===== config.mk =====
export PLATFORM = sky130hd
export DESIGN_NAME = jss_link_init
export DESIGN_NICKNAME = d
export VERILOG_FILES = /design/src/hdl/jss_pkg.sv /design/src/hdl/jss_link_init.sv /design/src/hdl/jss_sync_select.sv
export SDC_FILE = /design/constraint.sdc
export NUM_CORES = 1
export LEC_CHECK = 0
export BUFFER_PORTS_ARGS = -buffer_cell sky130_fd_sc_hd__buf_4
export CORE_MARGIN = 5
export CORE_UTILIZATION = 55
export DETAILED_ROUTE_END_ITERATION = 10
export PLACE_DENSITY_LB_ADDON = 0.1
export SLEW_MARGIN = 20
export SYNTH_ARGS = -nofsm -noshare
export SYNTH_HDL_FRONTEND = slang
export SYNTH_SLANG_ARGS = --single-unit

===== constraint.sdc =====
create_clock -name mclk -period 4.4 [get_ports mclk]
set_input_delay 0.44 -clock mclk [delete_from_list [all_inputs] [get_ports mclk]]
set_output_delay 0.44 -clock mclk [all_outputs]
set_load 0.02 [all_outputs]

===== src/hdl/jss_pkg.sv =====
// Constants for the sync source select and link start-up sequencer
// Behaviour
// - Select 0 in 8b/10b: single-ended sync input is active-low link initialization request
// - 64b/66b modes ignore sync for start-up; it may pulse oscillator synchronization
// - Low sync in 8b/10b starts code group synchronization on the lanes
// - Receiver raises sync after code group sync; rising level starts lane alignment
// - Select 1 takes the sync request from the differential timestamp pair
// - Reference input edge times synchronization and deterministic latency
// - Differential timestamp pair sync is active-low like the single-ended input
// - Differential timestamp pair usable only when timestamp receiver enable is 1
package jss_pkg;
    localparam logic SEL_SINGLE = 1'b0;
    localparam logic SEL_DIFF = 1'b1;
    localparam logic ENC_8B10B = 1'b0;
    localparam logic ENC_64B66B = 1'b1;
    localparam int ALIGN_MULTIFRAMES = 4;
    localparam int MF_CNT_W = 8;
    localparam logic [MF_CNT_W-1:0] MF_CNT_ZERO = 8'h00;
    localparam logic [MF_CNT_W-1:0] MF_CNT_ONE = 8'h01;
    localparam logic [MF_CNT_W-1:0] MF_LEN_DEFAULT = 8'h20;
    localparam logic [2:0] ALIGN_CNT_ZERO = 3'h0;
    localparam logic [2:0] ALIGN_CNT_ONE = 3'h1;
    typedef enum logic [1:0] {
        JSS_IDLE = 2'b00,
        JSS_CGS = 2'b01,
        JSS_ALIGN = 2'b11,
        JSS_DATA = 2'b10
    } jss_state_t;
endpackage


===== src/hdl/jss_link_init.sv =====
// Link start-up sequencer driven by the selected sync request
`timescale 1ns/10ps
module jss_link_init
    import jss_pkg::*;
#(
    parameter logic [MF_CNT_W-1:0] MF_LEN = MF_LEN_DEFAULT
) (
    input wire logic mclk,
    input wire logic nrst,
    input wire logic sync_source_select,
    input wire logic timestamp_receiver_enable,
    input wire logic link_encoding,
    input wire logic link_enable,
    input wire logic single_ended_sync_request_n,
    input wire logic differential_timestamp_pair_n,
    input wire logic sysref,
    output logic cgs_active,
    output logic align_active,
    output logic data_active,
    output logic align_multiframe_start,
    output logic oscillator_sync_pulse,
    output logic sync_seen
);
    jss_state_t state;
    jss_state_t next_state;
    logic sync_request;
    logic sync_request_d;
    logic sysref_d;
    logic sysref_edge;
    logic [MF_CNT_W-1:0] mf_cnt;
    logic [2:0] align_cnt;

    // Last cycle of a multiframe, shared by the counter and the sequencer
    function automatic logic mf_last(input logic [MF_CNT_W-1:0] cnt);
        return cnt == MF_LEN - MF_CNT_ONE;
    endfunction

    jss_sync_select u_sel (
        .mclk(mclk),
        .nrst(nrst),
        .sync_source_select(sync_source_select),
        .timestamp_receiver_enable(timestamp_receiver_enable),
        .single_ended_sync_request_n(single_ended_sync_request_n),
        .differential_timestamp_pair_n(differential_timestamp_pair_n),
        .sync_request(sync_request)
    );

    assign sysref_edge = sysref & ~sysref_d;

    always_ff @(posedge mclk) begin
        if (!nrst) begin
            sync_request_d <= 1'b0;
        end else begin
            sync_request_d <= sync_request;
        end
    end

    // Reset low so a reference held high at release counts as an edge
    always_ff @(posedge mclk) begin
        if (!nrst) begin
            sysref_d <= 1'b0;
        end else begin
            sysref_d <= sysref;
        end
    end

    // Multiframe counter re-phased on each reference edge for fixed latency
    always_ff @(posedge mclk) begin
        if (!nrst) begin
            mf_cnt <= MF_CNT_ZERO;
        end else if (sysref_edge || mf_last(mf_cnt)) begin
            mf_cnt <= MF_CNT_ZERO;
        end else begin
            mf_cnt <= mf_cnt + MF_CNT_ONE;
        end
    end

    always_comb begin
        next_state = state;
        case (state)
            JSS_IDLE: begin
                if (link_enable && link_encoding == ENC_8B10B && sync_request) begin
                    next_state = JSS_CGS;
                end
            end
            JSS_CGS: begin
                if (!sync_request) begin
                    next_state = JSS_ALIGN;
                end
            end
            JSS_ALIGN: begin
                if (sync_request) begin
                    next_state = JSS_CGS;
                end else if (mf_last(mf_cnt) && align_cnt == 3'(ALIGN_MULTIFRAMES - 1)) begin
                    next_state = JSS_DATA;
                end
            end
            JSS_DATA: begin
                // Re-request restarts code group sync
                if (sync_request) begin
                    next_state = JSS_CGS;
                end
            end
            default: next_state = JSS_IDLE;
        endcase
        if (!link_enable || link_encoding == ENC_64B66B) begin
            next_state = JSS_IDLE;
        end
    end

    always_ff @(posedge mclk) begin
        if (!nrst) begin
            state <= JSS_IDLE;
        end else begin
            state <= next_state;
        end
    end

    // Alignment sequence length counted in multiframes
    always_ff @(posedge mclk) begin
        if (!nrst || state != JSS_ALIGN) begin
            align_cnt <= ALIGN_CNT_ZERO;
        end else if (mf_last(mf_cnt)) begin
            align_cnt <= align_cnt + ALIGN_CNT_ONE;
        end
    end

    // Phase and multiframe-start outputs decoded from the next state so they line up with the state register
    always_ff @(posedge mclk) begin
        if (!nrst) begin
            cgs_active <= 1'b0;
        end else begin
            cgs_active <= (next_state == JSS_CGS);
        end
    end

    always_ff @(posedge mclk) begin
        if (!nrst) begin
            align_active <= 1'b0;
        end else begin
            align_active <= (next_state == JSS_ALIGN);
        end
    end

    always_ff @(posedge mclk) begin
        if (!nrst) begin
            data_active <= 1'b0;
        end else begin
            data_active <= (next_state == JSS_DATA);
        end
    end

    always_ff @(posedge mclk) begin
        if (!nrst) begin
            align_multiframe_start <= 1'b0;
        end else begin
            align_multiframe_start <= (next_state == JSS_ALIGN) && (state != JSS_ALIGN);
        end
    end

    always_ff @(posedge mclk) begin
        if (!nrst) begin
            oscillator_sync_pulse <= 1'b0;
        end else begin
            oscillator_sync_pulse <= link_encoding == ENC_64B66B
                                     && sync_request && !sync_request_d;
        end
    end

    always_ff @(posedge mclk) begin
        if (!nrst) begin
            sync_seen <= 1'b0;
        end else begin
            sync_seen <= sync_request;
        end
    end
endmodule // jss_link_init


===== src/hdl/jss_sync_select.sv =====
// Sync request source selection and polarity
`timescale 1ns/10ps
module jss_sync_select
    import jss_pkg::*;
(
    input wire logic mclk,
    input wire logic nrst,
    input wire logic sync_source_select,
    input wire logic timestamp_receiver_enable,
    input wire logic single_ended_sync_request_n,
    input wire logic differential_timestamp_pair_n,
    output logic sync_request
);
    always_ff @(posedge mclk) begin
        if (!nrst) begin
            sync_request <= 1'b0;
        end else if (sync_source_select == SEL_DIFF) begin
            sync_request <= timestamp_receiver_enable & ~differential_timestamp_pair_n;
        end else begin
            sync_request <= ~single_ended_sync_request_n;
        end
    end
endmodule // jss_sync_select


==> results of run 1 <==
sequential cells by signal (all words and copies together), names as in the netlist:
signal / cells
mf_cnt: 8
align_cnt: 3
state: 2
align_active: 1
align_multiframe_start: 1
cgs_active: 1
data_active: 1
oscillator_sync_pulse: 1
sync_seen: 1
sysref_d: 1
u_sel.sync_request: 1
cell type report:
cell class              instances  area share, %
clock buffers                   3          2.320
clock inverters                 1         0.5155
inverters                       5          1.933
multi-input cells              58          39.05
flip-flops and latches         21          43.30
well taps                      16          2.062
repair buffers                 14          10.82
cell usage after synthesis (all sizes together):
library cell,count
and3b,1
o21ai,8
and2,4
dfxtp,21
xnor2,1
o21a,1
nand2,2
nor3,3
and4,1
o2111ai,1
inv,5
and3,1
nand3,5
nor3b,2
and2b,1
nand4,2
or3,4
ha,3
nor2,4
or4,1
a2111o,1
nand3b,1
a211oi,2
xor2,2
a21oi,7
layout by cell type, fill, tap and decap left out, types with 2 or more instances in the layout:
cell	netlist	routed
sky130_fd_sc_hd__and2_1	4	4
sky130_fd_sc_hd__o21ai_0	7	7
sky130_fd_sc_hd__nand3_1	5	5
sky130_fd_sc_hd__clkbuf_4	0	3
sky130_fd_sc_hd__nor2_1	4	4
sky130_fd_sc_hd__a21oi_1	7	7
sky130_fd_sc_hd__dfxtp_1	21	21
sky130_fd_sc_hd__buf_4	0	14
sky130_fd_sc_hd__a211oi_1	2	2
sky130_fd_sc_hd__nand4_1	2	2
sky130_fd_sc_hd__nor3b_1	2	2
sky130_fd_sc_hd__or3_1	2	2
sky130_fd_sc_hd__inv_1	5	5
sky130_fd_sc_hd__ha_1	3	3
sky130_fd_sc_hd__xor2_1	2	2
sky130_fd_sc_hd__nor3_1	3	3
sky130_fd_sc_hd__nand2_1	2	2
routing by layer:
metal | GRT usage (%) | up-vias | routed length [µm]
li1 | - | 343 | -
met1 | 18.15 | 278 | 690
met2 | 18.26 | 15 | 584
met3 | 3.988 | 2 | 72
met4 | 4.933 | 0 | 10
met5 | 0 | - | 0
through the flow:
step,instance area (µm²),hold WS (ns)
after detailed placement,943.4,0.4817
after CTS,970.9,0.3469
after global placement,943.4,0.4756
final,970.9,0.3571
after floorplan,818.3,0.4575
after global routing,970.9,0.3603
power by group through the flow:
stage / combinational, mW / sequential [mW] / clock (mW)
detailed placement: 0.0154 / 0.200 / 0
global route: 0.0173 / 0.197 / 0.103
global placement: 0.0154 / 0.200 / 0
floorplan: 0.00622 / 0.201 / 0
finish: 0.0154 / 0.196 / 0.0902
CTS: 0.0155 / 0.196 / 0.0948
worst max-delay path by stage:
stage	end	start
floorplan	state[0]	mf_cnt[0]
detailed placement	state[0]	mf_cnt[0]
global placement	state[0]	mf_cnt[0]
global route	state[0]	mf_cnt[0]
finish	state[0]	mf_cnt[0]
CTS	state[0]	mf_cnt[0]
logic make-up after synthesis:
| logic type | synth area share (%) |
|---|---|
| AOI/OAI and AO/OA | 14.37 |
| xor gates and xnor gates | 3.212 |
| adders and majority gates | 4.588 |
| buffers and inverters | 2.294 |
| DFF | 51.38 |
| and+or+nand+nor | 24.16 |
worst max-delay path: stages (launching register included):
cell and delay (ns):
sky130_fd_sc_hd__dfxtp_1 0.42, sky130_fd_sc_hd__ha_1 0.27, sky130_fd_sc_hd__nand4_1 0.25, sky130_fd_sc_hd__or4_4 0.58, sky130_fd_sc_hd__and3_1 0.19
==> results.txt, run 1 <==
Min-delay worst type: primary input to flop
Final RePlAce weighted congestion: 0.7708
#FFs+latches synth: 21
Number of resized instances in the post-cts repair step: 0
Overall global routing resource usage: 12.91%
Placeable core area: 1454 µm²
Headroom to the max-slew limit: 63.06%
Outcome: finished, final reports clean
Pin slew with the least headroom to its limit: 0.5504 ns
Share of post-route cells with drive strength above 1: 21.57%
Post-synthesis instance area: 818.3 µm²
Sequential cell fraction of total power: 65.0%
Post-CTS setup buffers: 0
RSZ-0062 raised after global routing: false
Critical Path Sink Type: flop
Yosys warnings: 0
Minimum setup slack among reg-to-reg paths: 2.60 ns
Number of buffers created by CTS: 3
Worst Path Required: 4.61 ns
Layout Nets: 115
Clock period minus worst slack: 1.802 ns
Count of boundary I/O pins: 15
Portion of synthesized cell area occupied by the leading cell type: 51.38%
Critical Path Fanout Max: 7
Data arrival, critical path: 2.01 ns
Worst IR drop on VDD: 0.0001936 V
Initial Util: 56.28%
Combinational power share: 5.1%
Post-Place Cells: 114
Drt first pass iters: 4
CTS tree: done
Worst-case clock buffer depth: 2
Horiz. Die Dim: 48.57 µm
DRC Markers: 0
FF/Latch Area: 420.4 µm²
Reported net switching power: 65.69 µW
Pwr/cell area: 310.7 nW/µm²
Slack of the critical path: 2.598 ns
Startpoint-to-endpoint class of the critical path: flop to flop
Hold path cells: 2
Total clock sinks: 21
Leading cell types by total area after synthesis: sky130_fd_sc_hd__dfxtp_1, sky130_fd_sc_hd__ha_1, sky130_fd_sc_hd__a21oi_1
GRT Residual Overflow: 0
Leakage power figure: 0.3826 nW
Sum of internal, switching and leakage power: 301.6 µW
Count of antenna-violating nets left after detailed routing: 0
Source of the worst hold timing path: sysref
Final setup violation count: 0
Fill cell count: 116
Path depth of the worst reg2reg path: 4
Worst reg2reg endpoint: state[0]
DP HPWL: 1.039 mm
Hold-fix buffers at CTS: 0
Non-Filler Instances: 118
Hold EP: sysref_d
Net count of the mapped netlist: 96
Via count of the first global-routing pass: 583
Vias: 638
Share of the cycle needed by the critical path after routing: 40.95%
Area of the die: 2359 µm²
Height of the die: 48.57 µm
Port Buffer Count: 14
Sum of negative setup slack: 0 ns
Finished Core Util: 66.78%
Maximum level of the CTS H-tree: 1
Worst r2r src: mf_cnt[0]
Register area share after synthesis: 51.38%
Number of diodes: 0
Synthesis-to-layout area growth: 18.65%
Global-route wire length before repair: 2.477 mm
Worst Setup Slack post-DPL: 2.619 ns
Clock power share: 29.9%
Average wire per cell in the routed design: 11.50 µm
Sum of routed wire length over all layers: 1.357 mm
Internal power summed over all cells: 236.0 µW
Average vias per placed instance: 5.407
Initial DRC Count: 17
Type of element launching the critical path: flop
Area taken by multi-input logic gates: 379.1 µm²
Sw frac: 21.78%
Post-Syn Instances: 84
Average instance area after synthesis: 9.741 µm²
CTS root buf: sky130_fd_sc_hd__clkbuf_4
Number of cell rows: 14
Total count of max-transition violations in the final report: 0
Maxcap violations: 0
Number of distinct standard cells referenced by the synthesized netlist: 28
Fmax: 0.5550 GHz
Clock network latency to the later pin of the worst-skew pair: 0.30 ns
Worst-case clock skew: 0.005840 ns
Initial antenna violation count: 0
Pin count of the biggest net entering global routing: 13
Cell type contributing the most total cell area after synthesis: sky130_fd_sc_hd__dfxtp_1
Clock input transition at the sequential cells of the worst setup and hold paths: 0.12 ns
Final hold violation count: 0
(Power assumes the default switching activity.)
==> run 2, diff against run 1 <==
- CORE_UTILIZATION: 55 -> 46
- clock period: 4.4 -> 1.5 ns (I/O delays scaled with it)
==> run 2 against run 1 <==
Compared with the run above: fmax grew 20%; die area rose by 15%; final cell count grew 18%; total power grew to 3.0 times the previous value; design area up 13%; setup slack worse by 2.6 ns; critical endpoint is now align_active; largest cell class unchanged.
==> results.txt, run 2 (synthesized netlist as in run 1, its figures left out) <==
Worst r2r src: mf_cnt[7]
Pwr/cell area: 820.1 nW/µm²
Worst-case clock skew: 0.004486 ns
Overall global routing resource usage: 13.54%
Share of post-route cells with drive strength above 1: 36.84%
Worst Path Required: 1.69 ns
Clock network latency to the later pin of the worst-skew pair: 0.30 ns
Synthesis-to-layout area growth: 33.49%
Fmax: 0.6681 GHz
Post-Place Cells: 134
Layout Nets: 127
Sum of negative setup slack: 0 ns
Reported net switching power: 193.4 µW
Total count of max-transition violations in the final report: 0
Count of boundary I/O pins: 15
Final RePlAce weighted congestion: 0.8055
Worst IR drop on VDD: 0.0004908 V
Drt first pass iters: 4
Most common cell after layout, fill and taps aside: sky130_fd_sc_hd__buf_4
Port Buffer Count: 14
Total clock sinks: 21
Number of buffers created by CTS: 3
Sum of internal, switching and leakage power: 895.8 µW
Critical Path Fanout Max: 3
Share of the cycle needed by the critical path after routing: 99.79%
Hold path cells: 2
Post-place instance area: 1041 µm²
Fill cell count: 142
Clock period minus worst slack: 1.497 ns
Pin slew with the least headroom to its limit: 0.5707 ns
Clock power share: 29.9%
Crit path launch: mf_cnt[7]
Leading cell types in the layout, fill and taps excluded: sky130_fd_sc_hd__buf_4, sky130_fd_sc_hd__dfxtp_1, sky130_fd_sc_hd__o21ai_0, sky130_fd_sc_hd__a21oi_1
Sw frac: 21.59%
Average wire per cell in the routed design: 10.98 µm
Pin count of the biggest net entering global routing: 12
DP HPWL: 1.206 mm
Slack of the critical path: 0.003206 ns
Register bank with the most flops: mf_cnt
Finished Core Util: 63.96%
FF/Latch Area: 425.4 µm²
GRT Residual Overflow: 0
Via count of the first global-routing pass: 666
Maxcap violations: 0
Internal power summed over all cells: 702.4 µW
Height of the die: 52.18 µm
Regs by FF count: mf_cnt: 8 flops, align_cnt: 3 flops, state: 2 flops
Source of the worst hold timing path: sysref
Initial antenna violation count: 0
Critical Path Sink Type: flop
Global-route wire length before repair: 2.746 mm
Vias: 700
Min-delay worst type: primary input to flop
Clock input transition at the sequential cells of the worst setup and hold paths: 0.11 ns
Startpoint-to-endpoint class of the critical path: flop to flop
Hold EP: sysref_d
Area taken by multi-input logic gates: 395.4 µm²
Data arrival, critical path: 1.69 ns
DRC Markers: 0
Outcome: finished, final reports clean
Initial DRC Count: 10
Placeable core area: 1708 µm²
Path depth of the worst reg2reg path: 3
CTS tree: done
Worst Setup Slack post-DPL: 0.005539 ns
Number of diodes: 0
Largest register FFs: 8
Number of cell rows: 15
Maximum level of the CTS H-tree: 1
Hold WS: 0.06283 ns
Sequential cell fraction of total power: 64.0%
Final setup violation count: 0
Final hold violation count: 0
Non-Filler Instances: 139
Average vias per placed instance: 5.036
Sum of routed wire length over all layers: 1.526 mm
Minimum setup slack among reg-to-reg paths: 0.003 ns
Count of antenna-violating nets left after detailed routing: 0
Headroom to the max-slew limit: 61.70%
Worst reg2reg endpoint: align_active
Combinational power share: 6.1%
CTS root buf: sky130_fd_sc_hd__clkbuf_4
Type of element launching the critical path: flop
Area of the die: 2722 µm²
Design area: 1092 µm²
Worst-case clock buffer depth: 2
Initial Util: 47.91%
Horiz. Die Dim: 52.18 µm
RSZ-0062 raised after global routing: true
Leakage power figure: 0.4366 nW
==> run 2: how the worst max path moves through the flow <==
stage               cells past startpoint      endpoint  slack (ns)
finish                                  3  align_active       0.003
global route                            3  align_active       -0.02
CTS                                     5      state[0]        0.01
detailed placement                      5      state[0]       0.006
global placement                        3      state[0]        0.05
floorplan                               3      state[0]        0.02
==> run 2: critical path, stage by stage, from the launching register on <==
cell and delay [ns]:
sky130_fd_sc_hd__dfxtp_2 0.33, sky130_fd_sc_hd__or3_4 0.38, sky130_fd_sc_hd__or4_4 0.52, sky130_fd_sc_hd__nor3b_1 0.15
==> run 2: layout make-up <==
type	instances	share of cell area, %
sequential	21	38.95
multi-input combinational	58	36.20
inverter	5	1.718
clock buffer	4	2.405
timing repair buffer	26	17.87
tap	25	2.864
==> run 2: per-layer routing <==
layer	global-route usage (%)	up-vias	routed length, µm	share of wire (%)
li1	-	364	-	-
met1	16.14	317	742	49
met2	23.22	17	721	47
met3	2.564	2	46	3.0
met4	6.383	0	17	1.1
met5	0	-	0	0
==> run 2: power by group through the flow <==
stage          logic, mW  registers [mW]  clock network [mW]
2_1_floorplan     0.0185           0.589                   0
3_3_place_gp      0.0534           0.585                   0
3_5_place_dp      0.0543           0.586                   0
4_1_cts           0.0548           0.573               0.281
5_1_grt           0.0620           0.575               0.300
6_report          0.0546           0.573               0.268
==> run 2: what timing repair did <==
item | in CTS | in global routing
buffers inserted | 0 | 1
pin swaps | 0 | 3
hold buffers | 0 | 0
gates resized for setup | 1 | 6
setup endpoints to repair | 1 | 3
